File: src/hdl/dgcc_defs.vh
// shared constants for the dac group clear control block
`ifndef DGCC_DEFS_VH
`define DGCC_DEFS_VH
`define DGCC_CHANNELS    12
`define DGCC_CODE_WIDTH  12
`define DGCC_CLEAR_CODE  12'h000
`define DGCC_SYNC_STAGES 2
`endif

File: src/hdl/dgcc_sync.v
// two-flop synchroniser for the active-low clear inputs
`timescale 1ns/10ps
module dgcc_sync (
	input  wire clock,
	input  wire sys_rst,
	input  wire async_in_n,
	output reg  sync_out_n
);
	reg stage1_n;

	// inputs idle high, so reset to the released level
	always @(posedge clock) begin
		if (sys_rst) begin
			stage1_n   <= 1'b1;
			sync_out_n <= 1'b1;
		end else begin
			stage1_n   <= async_in_n;
			sync_out_n <= stage1_n;
		end
	end
endmodule

File: src/hdl/dgcc_clear_control.v
// dac group clear control: per-channel output latches with two clear groups
// What this block does
// - clear input low puts every channel assigned to it into clear state
// - entering clear loads each affected output latch with the clear code
// - clear never alters any channel's data register
// - on release each affected latch reloads from its data register
// - release reload ignores the channel's synchronous-load enable bit
// - clear input high lets its channels load normally, except channels the other clear input still holds low
// - second clear input acts the same on its own assigned channels
`timescale 1ns/10ps
`include "dgcc_defs.vh"
module dgcc_clear_control #(
	parameter CHANNELS   = `DGCC_CHANNELS,
	parameter CODE_WIDTH = `DGCC_CODE_WIDTH,
	parameter [CODE_WIDTH-1:0] CLEAR_CODE = `DGCC_CLEAR_CODE
) (
	input  wire                           clock,
	input  wire                           sys_rst,
	// clear pins from the host
	input  wire                           group_a_clear_n,
	input  wire                           group_b_clear_n,
	// channel assignment to the two clear pins
	input  wire [CHANNELS-1:0]            group_a_mask,
	input  wire [CHANNELS-1:0]            group_b_mask,
	// data path and load controls
	input  wire [CHANNELS-1:0]            data_write,
	input  wire [CHANNELS*CODE_WIDTH-1:0] data_in,
	input  wire [CHANNELS-1:0]            sync_load_enable,
	input  wire                           load_strobe,
	// registered channel state
	output reg  [CHANNELS*CODE_WIDTH-1:0] data_reg,
	output reg  [CHANNELS*CODE_WIDTH-1:0] latch_out,
	output reg  [CHANNELS-1:0]            clear_active
);
	// latch source codes, chosen per channel every cycle
	localparam [2:0] SRC_HOLD    = 3'h0;
	localparam [2:0] SRC_CLEAR   = 3'h1;
	localparam [2:0] SRC_RESTORE = 3'h2;
	localparam [2:0] SRC_DIRECT  = 3'h3;
	localparam [2:0] SRC_STORED  = 3'h4;

	// per-channel clear state
	localparam ST_RUN   = 1'b0;
	localparam ST_CLEAR = 1'b1;

	wire                           a_clr_n;
	wire                           b_clr_n;
	wire [CHANNELS-1:0]            a_hit;
	wire [CHANNELS-1:0]            b_hit;
	wire [CHANNELS-1:0]            clear_req;
	wire [CHANNELS-1:0]            release_now;
	reg  [CHANNELS-1:0]            next_clear_active;
	reg  [3*CHANNELS-1:0]          latch_src;
	reg  [CHANNELS*CODE_WIDTH-1:0] next_data_reg;
	reg  [CHANNELS*CODE_WIDTH-1:0] next_latch;
	// loop indices, one per process so none has two drivers
	integer                        m;
	integer                        i;
	integer                        j;
	integer                        k;

	// pick one channel's code out of a packed bus
	function [CODE_WIDTH-1:0] code_at;
		input [CHANNELS*CODE_WIDTH-1:0] bus;
		input integer                   idx;
		begin
			code_at = bus[idx*CODE_WIDTH +: CODE_WIDTH];
		end
	endfunction

	// return a bus with one channel's code replaced
	function [CHANNELS*CODE_WIDTH-1:0] with_code;
		input [CHANNELS*CODE_WIDTH-1:0] bus;
		input integer                   idx;
		input [CODE_WIDTH-1:0]          code;
		begin
			with_code                               = bus;
			with_code[idx*CODE_WIDTH +: CODE_WIDTH] = code;
		end
	endfunction

	// channels that one clear input currently holds
	function [CHANNELS-1:0] group_hit;
		input                clr_n;
		input [CHANNELS-1:0] mask;
		begin
			group_hit = mask & {CHANNELS{~clr_n}};
		end
	endfunction

	// choose where one channel's latch takes its next value from
	function [2:0] pick_source;
		input clearing;
		input leaving;
		input sync_mode;
		input write;
		input strobe;
		begin
			if (clearing)
				pick_source = SRC_CLEAR;
			else if (leaving)
				pick_source = SRC_RESTORE;
			// immediate load, or a write meeting the strobe
			else if (write && (!sync_mode || strobe))
				pick_source = SRC_DIRECT;
			else if (sync_mode && strobe)
				pick_source = SRC_STORED;
			else
				pick_source = SRC_HOLD;
		end
	endfunction

	dgcc_sync u_sync_a (
		.clock      (clock),
		.sys_rst    (sys_rst),
		.async_in_n (group_a_clear_n),
		.sync_out_n (a_clr_n)
	);

	dgcc_sync u_sync_b (
		.clock      (clock),
		.sys_rst    (sys_rst),
		.async_in_n (group_b_clear_n),
		.sync_out_n (b_clr_n)
	);

	assign a_hit     = group_hit(a_clr_n, group_a_mask);
	assign b_hit     = group_hit(b_clr_n, group_b_mask);
	assign clear_req = a_hit | b_hit;

	always @* begin
		next_clear_active = clear_active;
		for (m = 0; m < CHANNELS; m = m + 1) begin
			case (clear_active[m])
				ST_RUN: begin
					// enter clear while the pin is low
					if (clear_req[m])
						next_clear_active[m] = ST_CLEAR;
				end
				ST_CLEAR: begin
					// leave clear once every pin assigned to the channel is high
					if (!clear_req[m])
						next_clear_active[m] = ST_RUN;
				end
				default: begin
					next_clear_active[m] = ST_RUN;
				end
			endcase
		end
	end

	assign release_now = clear_active & ~next_clear_active;

	// per-channel latch source
	always @* begin
		latch_src = {3*CHANNELS{1'b0}};
		for (i = 0; i < CHANNELS; i = i + 1) begin
			latch_src[3*i +: 3] = pick_source(next_clear_active[i], release_now[i],
				sync_load_enable[i], data_write[i], load_strobe);
		end
	end

	// data register follows host writes only
	always @* begin
		next_data_reg = data_reg;
		for (j = 0; j < CHANNELS; j = j + 1) begin
			if (data_write[j]) begin
				next_data_reg = with_code(next_data_reg, j, code_at(data_in, j));
			end
		end
	end

	// next latch value per channel
	always @* begin
		next_latch = latch_out;
		for (k = 0; k < CHANNELS; k = k + 1) begin
			case (latch_src[3*k +: 3])
				SRC_CLEAR: begin
					next_latch = with_code(next_latch, k, CLEAR_CODE);
				end
				SRC_RESTORE: begin
					next_latch = with_code(next_latch, k, code_at(data_reg, k));
				end
				SRC_DIRECT: begin
					next_latch = with_code(next_latch, k, code_at(data_in, k));
				end
				SRC_STORED: begin
					next_latch = with_code(next_latch, k, code_at(data_reg, k));
				end
				default: begin
					next_latch = with_code(next_latch, k, code_at(latch_out, k));
				end
			endcase
		end
	end

	always @(posedge clock) begin
		// reset drops every channel to code zero outside clear
		if (sys_rst) begin
			data_reg     <= {CHANNELS*CODE_WIDTH{1'b0}};
			latch_out    <= {CHANNELS*CODE_WIDTH{1'b0}};
			clear_active <= {CHANNELS{1'b0}};
		end else begin
			data_reg     <= next_data_reg;
			latch_out    <= next_latch;
			clear_active <= next_clear_active;
		end
	end
endmodule

File: config.mk
export PLATFORM = sky130hd
export DESIGN_NAME = dgcc_clear_control
export DESIGN_NICKNAME = d
export VERILOG_FILES = /design/src/hdl/dgcc_sync.v /design/src/hdl/dgcc_clear_control.v
export VERILOG_INCLUDE_DIRS = /design/src /design/src/hdl
export SDC_FILE = /design/constraint.sdc
export NUM_CORES = 1
export LEC_CHECK = 0
export ABC_AREA = 1
export BUFFER_PORTS_ARGS = -buffer_cell sky130_fd_sc_hd__buf_2
export CORE_MARGIN = 8
export CORE_UTILIZATION = 35
export CTS_CLUSTER_SIZE = 40
export DETAILED_ROUTE_END_ITERATION = 12
export PLACE_DENSITY = 0.69
export SETUP_SLACK_MARGIN = 0.1
export SYNTH_ARGS = -nofsm -noshare
export SYNTH_HDL_FRONTEND = slang
export SYNTH_SLANG_ARGS = --single-unit
File: constraint.sdc
create_clock -name clock -period 3.3 [get_ports clock]
set_clock_uncertainty 0.1 [all_clocks]
set_input_delay 0.165 -clock clock [delete_from_list [all_inputs] [get_ports clock]]
set_output_delay 0.165 -clock clock [all_outputs]
set_load 0.02 [all_outputs]
==> flow_summary.rst, run 1 <==
.. list-table::
   :header-rows: 1

   * - Metric
     - Value
   * - Run status
     - finished, final reports clean
   * - Setup ws final
     - 0.7807 ns
   * - Ranking of synthesized cells by instance count
     - 444 x sky130_fd_sc_hd__nand3_1, 312 x sky130_fd_sc_hd__nor2_1, 304 x sky130_fd_sc_hd__dfxtp_1, 205 x sky130_fd_sc_hd__inv_1, 204 x sky130_fd_sc_hd__nand2_1
   * - Top-area cell type share of the netlist area
     - 0.4576
   * - Multi-input gate area in the final layout
     - 5816 um2
   * - Setup repair bufs after CTS
     - 0
   * - CTS tree
     - built
   * - Post-synth EDFFs
     - 0
   * - Violation count after the first detailed-routing iteration
     - 1287
   * - Count of maximum capacitance violations
     - 0
   * - Achievable frequency
     - 396.9 MHz
   * - Total iterations of the first detailed-routing run
     - 6
   * - Proportion of layout cells with a drive suffix above 1
     - 0.2223
   * - Wire per inst
     - 17.41 um
   * - Ratio of routed vias to standard cells
     - 5.053
   * - FILL cells
     - 3477
   * - Synth Instances
     - 1920
   * - Post-route DRC violation count
     - 0
   * - Detailed-route via count
     - 15950
   * - Static leakage
     - 0.009958 uW
   * - Cell Rows
     - 71
   * - Hold bufs inserted after CTS
     - 289
   * - Total congestion overflow after global routing
     - 0
   * - Kind of critical path
     - input port to flop
   * - Detailed placement HPWL
     - 37180 um
   * - Number of H-tree levels
     - 2
   * - Final Wtd Congestion
     - 0.9832
   * - Clock tree sinks
     - 304
   * - Synthesized area per cell
     - 6.927 um2
   * - Area of the die
     - 44490 um2
   * - Synth area leaders
     - sky130_fd_sc_hd__dfxtp_1 46%, sky130_fd_sc_hd__nand3_1 17%, sky130_fd_sc_hd__nor2_1 8.8%
   * - Antenna violations before repair
     - 6
   * - Effective utilization at floorplan
     - 0.3539
   * - Post-layout nets
     - 2813
   * - Worst Path Max Fanout
     - 73
   * - Clk root buf
     - sky130_fd_sc_hd__clkbuf_16
   * - Width of the die
     - 210.9 um
   * - Fin crit period
     - 2.519 ns
   * - Wire length of the first global-routing pass
     - 85180 um
   * - Total global-route track usage
     - 0.2353
   * - Yosys warning total
     - 0
   * - Area of the mapped netlist
     - 13300 um2
   * - Yosys cell types
     - 17
   * - RSZ-0062 raised after global routing
     - false
   * - Cell accounting for the most synthesized area
     - sky130_fd_sc_hd__dfxtp_1
   * - Most instantiated library cell after synthesis
     - sky130_fd_sc_hd__nand3_1
   * - Number of nets still failing antenna checks after routing
     - 0
   * - Transition at the pin with the smallest max-transition slack
     - 0.8994 ns
   * - Number of gates resized after cts
     - 0
   * - Syn_nets
     - 2117
   * - Arrival @ worst endpoint
     - 2.90 ns
   * - Type of element launching the critical path
     - input port
   * - Clock Pin Slew Worst Setup and Hold Paths
     - 0.06 ns
   * - IR drop worst, VDD
     - 0.3450 mV
   * - Post-synthesis register bit count
     - 304
   * - Pin count of the biggest net entering global routing
     - 111
   * - Maximum buffer depth of the clock tree
     - 3
   * - Most common flop cell mapped by yosys
     - sky130_fd_sc_hd__dfxtp_1
   * - Num CTS Buffers
     - 36
   * - Part of the Yosys area used for sequential elements
     - 0.4576
   * - Skew-Pair Late Insertion Delay
     - 0.54 ns
   * - Category of the worst setup path capture point
     - flop
   * - Setup slack after placement
     - 1.003 ns
   * - Register Area
     - 6086 um2
   * - Final hold violation count
     - 0
   * - Vertical die dimension
     - 210.9 um
   * - Vias in the first global route
     - 15570
   * - Data required time at the worst endpoint
     - 3.68 ns
   * - Post-synth ARST share
     - 0
   * - Pwr per Cell Area
     - 503.8 nW/um2
   * - Number of buffer cells added on primary ports
     - 496
   * - Total negative slack for setup checks
     - 0 ns
   * - Number of slew-limit violations in the final report
     - 0
   * - Synth-to-Final Area Change
     - 50.00%
   * - Setup-violating endpoint count in the final report
     - 0
   * - Final period util
     - 0.7634
   * - Number of primary I/O pins
     - 497
   * - CORE AREA
     - 37580 um2
   * - Wire length reported by the detailed router
     - 54960 um
   * - Type of the worst min-delay path
     - input port to flop
   * - Worst max-slew margin expressed relative to the limit
     - 0.4004
==> cells by family after synthesis <==
kind of cell,Yosys count,share of synthesized area
flip-flops,304,0.4576
AO/OA/AOI/OAI,288,0.1084
AND/OR/NAND/NOR,988,0.3289
buffers and inverters,340,0.1051
==> layout make-up <==
| cell class | count | area share |
|---|---|---|
| sequential | 304 | 0.3051 |
| multi-input combinational | 1276 | 0.2915 |
| timing repair buffer | 791 | 0.2733 |
| clock buffer | 51 | 0.05156 |
| inverter | 207 | 0.03907 |
| tap | 511 | 0.03205 |
| clock inverter | 12 | 0.006962 |
| antenna | 4 | 0.0005018 |
==> metrics by stage <==
step / total power [uW] / instance area (um2) / std cells / hold WS [ns] / utilization
after floorplan: 5139 / 13300 / 1920 / 0.1688 / -
after global placement: 5750 / 15880 / 2800 / 0.2655 / 0.4226
after detailed placement: 5778 / 15880 / 2800 / 0.2719 / 0.4226
after CTS: 10070 / 19940 / 3152 / 0.001783 / 0.5306
after global routing: 10440 / 19950 / 3156 / 0.01422 / 0.5309
final: 10050 / 19950 / 3156 / 0.02647 / 0.5309
==> critical path, cell delays in order <==
cell                            delay [ns]
sky130_fd_sc_hd__dlygate4sd3_1        0.57
sky130_fd_sc_hd__buf_6                0.22
sky130_fd_sc_hd__inv_4                0.58
sky130_fd_sc_hd__buf_12               0.35
sky130_fd_sc_hd__o21ai_0              0.17
sky130_fd_sc_hd__nor2_1               0.16
sky130_fd_sc_hd__dlygate4sd3_1        0.55
==> where the power goes <==
| group | switching (uW) | internal (uW) | leakage, uW | total [uW] |
|---|---|---|---|---|
| combinational | 1190 | 752 | 0.00687 | 1940 |
| clock | 1600 | 2400 | 0.000580 | 4010 |
| sequential | 176 | 3920 | 0.00251 | 4100 |
| total | 2970 | 7080 | 0.00996 | 10000 |
==> final timing paths <==
check,from,slack (ns),end,depth (start not counted)
min,data_write[11],0.03,data_reg[132]$_SDFFE_PP0P_,3
max reg2reg,u_sync_a.sync_out_n$_SDFF_PP1_,1.01,latch_out[53]$_SDFFE_PP0P_,7
max,sys_rst,0.78,data_reg[67]$_SDFFE_PP0P_,7
min reg2reg,u_sync_b.stage1_n$_SDFF_PP1_,0.32,u_sync_b.sync_out_n$_SDFF_PP1_,1
==> placed cells by master (no fill, tap or decap) <==
| cell type | n |
|---|---|
| sky130_fd_sc_hd__a21oi_1 | 144 |
| sky130_fd_sc_hd__buf_12 | 2 |
| sky130_fd_sc_hd__buf_2 | 495 |
| sky130_fd_sc_hd__buf_4 | 4 |
| sky130_fd_sc_hd__buf_6 | 1 |
| sky130_fd_sc_hd__bufinv_16 | 3 |
| sky130_fd_sc_hd__clkbuf_1 | 9 |
| sky130_fd_sc_hd__clkbuf_16 | 37 |
| sky130_fd_sc_hd__clkbuf_8 | 5 |
| sky130_fd_sc_hd__clkinv_2 | 8 |
| sky130_fd_sc_hd__clkinv_4 | 1 |
| sky130_fd_sc_hd__dfxtp_1 | 304 |
| sky130_fd_sc_hd__diode_2 | 4 |
| sky130_fd_sc_hd__dlygate4sd3_1 | 289 |
| sky130_fd_sc_hd__inv_1 | 204 |
| sky130_fd_sc_hd__inv_2 | 2 |
| sky130_fd_sc_hd__inv_4 | 1 |
| sky130_fd_sc_hd__nand2_1 | 204 |
| sky130_fd_sc_hd__nand3_1 | 444 |
| sky130_fd_sc_hd__nor2_1 | 312 |
| sky130_fd_sc_hd__nor2_2 | 16 |
| sky130_fd_sc_hd__nor2_4 | 8 |
| sky130_fd_sc_hd__o21ai_0 | 137 |
| sky130_fd_sc_hd__o21ai_1 | 7 |
| sky130_fd_sc_hd__or2_2 | 4 |
==> layer usage <==
layer | vias to the layer above | global-route usage | part of all wire
li1 | 7625 | - | -
met1 | 7319 | 0.2661 | 0.38
met2 | 821 | 0.3987 | 0.47
met3 | 178 | 0.07107 | 0.096
met4 | 4 | 0.1182 | 0.051
met5 | - | 0.004444 | 0.00075
(Power assumes the default switching activity.)
==> run 2: changes to the inputs <==
clock period = 2.4 ns   (was 3.3 ns; I/O delays follow)
==> flow_summary.rst, run 2 (same netlist as run 1, synthesis figures left out) <==
.. list-table::
   :header-rows: 1

   * - Metric
     - Value
   * - Clock Pin Slew Worst Setup and Hold Paths
     - 0.06 ns
   * - Setup-violating endpoint count in the final report
     - 0
   * - Overall power of the completed layout
     - 13580 uW
   * - Wire per inst
     - 17.51 um
   * - Number of cells on the worst reg-to-reg path
     - 7
   * - Pwr per Cell Area
     - 668.6 nW/um2
   * - Placed instance count
     - 2819
   * - Most common cell after layout, fill and taps aside
     - sky130_fd_sc_hd__buf_2
   * - Fin crit period
     - 2.161 ns
   * - Arrival @ worst endpoint
     - 2.53 ns
   * - Effective utilization at floorplan
     - 0.3539
   * - Synth-to-Final Area Change
     - 52.78%
   * - RSZ-0062 raised after global routing
     - false
   * - IR drop worst, VDD
     - 0.5318 mV
   * - Area of the die
     - 44490 um2
   * - Skew-Pair Late Insertion Delay
     - 0.52 ns
   * - Wire length reported by the detailed router
     - 56030 um
   * - Clock tree sinks
     - 304
   * - Final hold violation count
     - 0
   * - Post-route non-filler standard cell count
     - 3200
   * - CTS tree
     - built
   * - Transition at the pin with the smallest max-transition slack
     - 0.8187 ns
   * - Final Wtd Congestion
     - 0.9455
   * - Num CTS Buffers
     - 35
   * - Total global-route track usage
     - 0.2415
   * - Data required time at the worst endpoint
     - 2.77 ns
   * - Hold Crit Endpoint
     - latch_out[24]$_SDFFE_PP0P_
   * - Proportion of layout cells with a drive suffix above 1
     - 0.2245
   * - Achievable frequency
     - 462.7 MHz
   * - Vias in the first global route
     - 15990
   * - Run status
     - finished, final reports clean
   * - Count of maximum capacitance violations
     - 0
   * - CP dominant cell by count
     - sky130_fd_sc_hd__dlygate4sd3_1
   * - Kind of critical path
     - input port to flop
   * - Clk root buf
     - sky130_fd_sc_hd__clkbuf_16
   * - Total negative slack for setup checks
     - 0 ns
   * - Highest-count cells in the layout ignoring fill and taps
     - 495 x sky130_fd_sc_hd__buf_2, 444 x sky130_fd_sc_hd__nand3_1, 313 x sky130_fd_sc_hd__dlygate4sd3_1
   * - Detailed-route via count
     - 16220
   * - Category of the worst setup path capture point
     - flop
   * - Setup repair bufs after CTS
     - 0
   * - Number of slew-limit violations in the final report
     - 0
   * - Maximum buffer depth of the clock tree
     - 3
   * - Type of element launching the critical path
     - input port
   * - Start point of the worst hold path
     - group_a_mask[2]
   * - Total congestion overflow after global routing
     - 0
   * - Setup ws final
     - 0.2389 ns
   * - Number of buffer cells added on primary ports
     - 496
   * - Total iterations of the first detailed-routing run
     - 7
   * - Number of primary I/O pins
     - 497
   * - Library cell contributing the largest single delay on the critical path
     - sky130_fd_sc_hd__dlygate4sd3_1
   * - Type of the worst min-delay path
     - input port to flop
   * - Number of nets still failing antenna checks after routing
     - 0
   * - Static leakage
     - 0.01016 uW
   * - CORE AREA
     - 37580 um2
   * - Worst max-slew margin expressed relative to the limit
     - 0.4522
   * - Setup slack after placement
     - 0.4388 ns
   * - Count of cells along the worst hold path
     - 6
   * - Stage delay of the slowest cell on the critical path
     - 0.56 ns
   * - Cell Rows
     - 71
   * - Wire length of the first global-routing pass
     - 87680 um
   * - Post-route DRC violation count
     - 0
   * - Ratio of routed vias to standard cells
     - 5.069
   * - Violation count after the first detailed-routing iteration
     - 1374
   * - Detailed placement HPWL
     - 38150 um
   * - Launching point of the worst reg2reg path
     - u_sync_b.sync_out_n$_SDFF_PP1_
   * - Final period util
     - 0.9005
   * - Pin count of the biggest net entering global routing
     - 133
   * - Width of the die
     - 210.9 um
   * - Reg-to-Reg End
     - latch_out[50]$_SDFFE_PP0P_
   * - Worst Path Max Fanout
     - 132
   * - Post-layout nets
     - 2855
   * - Vertical die dimension
     - 210.9 um
   * - Cell breakdown of the critical path
     - dlygate4sd3_1, buf_6, inv_4, buf_12, o21ai_0, nor2_1, dlygate4sd3_1
   * - Antenna violations before repair
     - 7
   * - Number of H-tree levels
     - 2
   * - Reg-to-reg slack, setup
     - 0.27 ns
-- run 2: timing repair --
item,in CTS,in global routing
hold buffers,313,0
endpoints found under the hold margin,294,0
endpoints found under the setup margin,0,46
resized for setup,0,5
-- run 2: final cells by class --
class | count | area, um2
diodes | 7 | 17.52
multi-input cells | 1276 | 5841
flip-flops and latches | 304 | 6086
repair buffers | 834 | 5847
inverters | 207 | 779.5
well taps | 511 | 639.4
fillers | 3495 | 17260
clock inverters | 5 | 31.28
clock buffers | 56 | 1077
-- run 2: through the flow --
stage	area (um2)	util	hold WS [ns]
floorplan	13300	-	0.1238
global placement	16030	0.4267	0.2084
detailed placement	16030	0.4267	0.2148
CTS	20280	0.5396	0.01027
global route	20320	0.5406	0.06099
finish	20320	0.5407	0.04076
-- run 2: report_power, final --
part	total [uW]	internal, uW	switching [uW]
logic	2750	1090	1660
registers	5640	5390	246
clock network	5190	3070	2120
total	13600	9550	4030
-- run 2: per-layer routing --
layer	global-route usage	vias to the layer above	share of wire
met5	0	-	0
met4	0.1291	0	0.055
met3	0.06469	182	0.097
met2	0.4070	894	0.47
met1	0.2775	7439	0.38
li1	-	7707	-
-- run 2: how the worst max path moves through the flow --
| stage | cells past startpoint | slack [ns] | start | endpoint |
|---|---|---|---|---|
| 2_1_floorplan | 7 | 0.99 | clear_active[0]$_SDFF_PP0_ | latch_out[10]$_SDFFE_PP0P_ |
| 3_3_place_gp | 7 | 0.51 | data_write[0] | latch_out[0]$_SDFFE_PP0P_ |
| 3_5_place_dp | 7 | 0.44 | data_write[0] | latch_out[9]$_SDFFE_PP0P_ |
| 4_1_cts | 7 | 0.20 | u_sync_b.sync_out_n$_SDFF_PP1_ | latch_out[81]$_SDFFE_PP0P_ |
| 5_1_grt | 7 | 0.09 | u_sync_b.sync_out_n$_SDFF_PP1_ | latch_out[50]$_SDFFE_PP0P_ |
| 6_report | 7 | 0.24 | sys_rst | data_reg[86]$_SDFFE_PP0P_ |
-- run 2: worst max-delay path, delay by kind of cell --
family | cells | cell delay (ns)
AOI/OAI and AO/OA | 1 | 0.23
and+or+nand+nor | 1 | 0.14
buffers and inverters | 5 | 1.91
==> run 3: changes to the inputs <==
SYNTH_HIERARCHICAL = 1   (was not set)
==> flow_summary.rst, run 3 <==
.. list-table::
   :header-rows: 1

   * - Metric
     - Value
   * - Effective utilization at floorplan
     - 0.3522
   * - Cell Rows
     - 72
   * - Most instantiated library cell after synthesis
     - sky130_fd_sc_hd__nand2_1
   * - Detailed placement HPWL
     - 36930 um
   * - Overall power of the completed layout
     - 13500 uW
   * - Post-layout nets
     - 2886
   * - Post-synthesis register bit count
     - 304
   * - Combinational group share of total power
     - 0.192
   * - Post-route non-filler standard cell count
     - 3232
   * - Number of buffer cells added on primary ports
     - 496
   * - Static leakage
     - 0.009850 uW
   * - Transition at the pin with the smallest max-transition slack
     - 0.8895 ns
   * - CP dominant cell by count
     - sky130_fd_sc_hd__nand2_1
   * - Post-synth ARST share
     - 0
   * - Syn_nets
     - 2122
   * - Run status
     - finished, final reports clean
   * - Most common cell after layout, fill and taps aside
     - sky130_fd_sc_hd__buf_2
   * - Maximum buffer depth of the clock tree
     - 3
   * - Category of the worst setup path capture point
     - flop
   * - Synthesized area per cell
     - 7.037 um2
   * - Yosys warning total
     - 6
   * - Kind of critical path
     - flop to flop
   * - Number of H-tree levels
     - 2
   * - Ratio of routed vias to standard cells
     - 5.083
   * - CTS tree
     - built
   * - Wire per inst
     - 17.13 um
   * - Number of nets still failing antenna checks after routing
     - 0
   * - Width of the die
     - 212.7 um
   * - Total congestion overflow after global routing
     - 0
   * - Setup-violating endpoint count in the final report
     - 0
   * - Top-area cell type share of the netlist area
     - 0.4492
   * - Switching part of the total power
     - 0.2907
   * - Total iterations of the first detailed-routing run
     - 6
   * - Type of element launching the critical path
     - flop
   * - IR drop worst, VDD
     - 0.4645 mV
   * - Yosys cell types
     - 18
   * - Total net switching power
     - 3925 uW
   * - Synth Instances
     - 1925
   * - Part of the Yosys area used for sequential elements
     - 0.4492
   * - Clock share of power
     - 0.396
   * - Area of all placed cells without fillers
     - 20750 um2
   * - Cell breakdown of the critical path
     - inv_2, nand2_1, nand2_1, nor2_1, nand3_1, a21oi_1
   * - Synth-to-Final Area Change
     - 53.21%
   * - Antenna violations before repair
     - 6
   * - Area of placed instances
     - 16250 um2
   * - Total negative slack for setup checks
     - 0 ns
   * - Ranking of synthesized cells by instance count
     - 494 x sky130_fd_sc_hd__nand2_1, 444 x sky130_fd_sc_hd__nand3_1, 304 x sky130_fd_sc_hd__dfxtp_1, 278 x sky130_fd_sc_hd__a21oi_1, 202 x sky130_fd_sc_hd__inv_1
   * - Wire length reported by the detailed router
     - 55380 um
   * - Number of slew-limit violations in the final report
     - 0
   * - Setup repair bufs after CTS
     - 0
   * - Pin count of the biggest net entering global routing
     - 64
   * - Final hold violation count
     - 0
   * - Placed instance count
     - 2835
   * - Pwr per Cell Area
     - 650.5 nW/um2
   * - Wire length of the first global-routing pass
     - 84680 um
   * - Final Wtd Congestion
     - 0.8972
   * - Proportion of layout cells with a drive suffix above 1
     - 0.2305
   * - Post-synth EDFFs
     - 0
   * - Post-route DRC violation count
     - 0
   * - Clock Pin Slew Worst Setup and Hold Paths
     - 0.06 ns
   * - Highest-count cells in the layout ignoring fill and taps
     - 495 x sky130_fd_sc_hd__buf_2, 494 x sky130_fd_sc_hd__nand2_1, 444 x sky130_fd_sc_hd__nand3_1
   * - FILL cells
     - 3420
   * - Num CTS Buffers
     - 36
   * - Power share of the sequential group
     - 0.412
   * - Achievable frequency
     - 514.9 MHz
   * - Violation count after the first detailed-routing iteration
     - 1573
   * - Share of the core filled with cells
     - 0.5396
   * - Fin crit period
     - 1.942 ns
   * - Vertical die dimension
     - 212.7 um
   * - Synth area leaders
     - sky130_fd_sc_hd__dfxtp_1 45%, sky130_fd_sc_hd__nand3_1 16%, sky130_fd_sc_hd__nand2_1 14%
   * - Area of the mapped netlist
     - 13550 um2
   * - Clk root buf
     - sky130_fd_sc_hd__clkbuf_16
   * - Type of the worst min-delay path
     - input port to flop
   * - Worst max-slew margin expressed relative to the limit
     - 0.4048
   * - Library cell contributing the largest single delay on the critical path
     - sky130_fd_sc_hd__nor2_1
   * - Arrival @ worst endpoint
     - 2.29 ns
   * - Total global-route track usage
     - 0.2298
   * - Clock tree sinks
     - 304
   * - Most common flop cell mapped by yosys
     - sky130_fd_sc_hd__dfxtp_1
   * - Stage delay of the slowest cell on the critical path
     - 0.69 ns
   * - Area of the die
     - 45260 um2
   * - Cell accounting for the most synthesized area
     - sky130_fd_sc_hd__dfxtp_1
   * - Count of maximum capacitance violations
     - 0
   * - Cell Int Power
     - 9577 uW
   * - RSZ-0062 raised after global routing
     - false
   * - Worst Path Max Fanout
     - 12
   * - Skew-Pair Late Insertion Delay
     - 0.51 ns
   * - Final period util
     - 0.8093
   * - Data required time at the worst endpoint
     - 2.75 ns
   * - Vias in the first global route
     - 16060
   * - Number of primary I/O pins
     - 497
   * - Detailed-route via count
     - 16430
   * - CORE AREA
     - 38470 um2
==> run 3: worst max-delay path: cells and delay by family, from the launching register on <==
family / cells / cell delay [ns]
AOI/OAI and AO/OA: 1 / 0.20
DFF: 1 / 0.32
and+or+nand+nor: 4 / 1.06
buffers and inverters: 1 / 0.20
==> run 3: metal layers <==
layer | vias to the layer above | global-route usage | routed length, um
li1 | 7779 | - | -
met1 | 7550 | 0.2657 | 20900
met2 | 874 | 0.3874 | 26210
met3 | 216 | 0.05460 | 4950
met4 | 8 | 0.1295 | 3257
met5 | - | 0 | 49
==> run 3: worst paths after layout <==
kind | from | end | slack [ns] | cells past startpoint
min | group_a_mask[1] | latch_out[15]$_SDFFE_PP0P_ | 0.02 | 6
max | u_sync_a/sync_out_n$_SDFF_PP1_ | latch_out[8]$_SDFFE_PP0P_ | 0.46 | 6
min reg2reg | u_sync_b/stage1_n$_SDFF_PP1_ | u_sync_b/sync_out_n$_SDFF_PP1_ | 0.31 | 2
max reg2reg | u_sync_a/sync_out_n$_SDFF_PP1_ | latch_out[8]$_SDFFE_PP0P_ | 0.46 | 6
==> run 3: stage by stage <==
step	hold WS (ns)	setup slack [ns]
detailed placement	0.2210	0.2904
floorplan	0.1118	0.9686
global placement	0.2235	0.3807
CTS	0.006809	0.4588
finish	0.01953	0.4577
global route	0.03613	0.2548
==> run 3: layout make-up <==
type	count	area, um2	area share
Inverter	212	795.8	0.03834
Clock buffer	56	1117	0.05383
Multi-Input combinational cell	1276	5973	0.2878
Tap cell	518	648.1	0.03123
Timing Repair Buffer	859	6091	0.2935
Antenna cell	2	5.005	0.0002411
Clock inverter	5	38.79	0.001869
Sequential cell	304	6086	0.2932
==> run 3: cells by family (layout without fill, tap and decap cells) <==
kind of cell | count (synthesis) | count (layout) | share of synthesized area
flip-flops | 304 | 304 | 0.4492
AND/OR/NAND/NOR | 988 | 988 | 0.3318
other | 0 | 2 | 0
buffers and inverters | 345 | 1132 | 0.1098
AO/OA/AOI/OAI | 288 | 288 | 0.1092
==> run 3: repair_timing <==
item                      CTS  global route
gates resized for setup     0             0
hold endpoints to repair  295             0
hold buffers              334             0
==> run 3: power groups by stage <==
stage | clock [uW] | sequential [uW] | combinational [uW]
6_report | 5350 | 5560 | 2590
5_1_grt | 5670 | 5580 | 2810
4_1_cts | 5470 | 5550 | 2550
3_5_place_dp | 0 | 5660 | 2120
3_3_place_gp | 0 | 5650 | 2090
2_1_floorplan | 0 | 5980 | 986
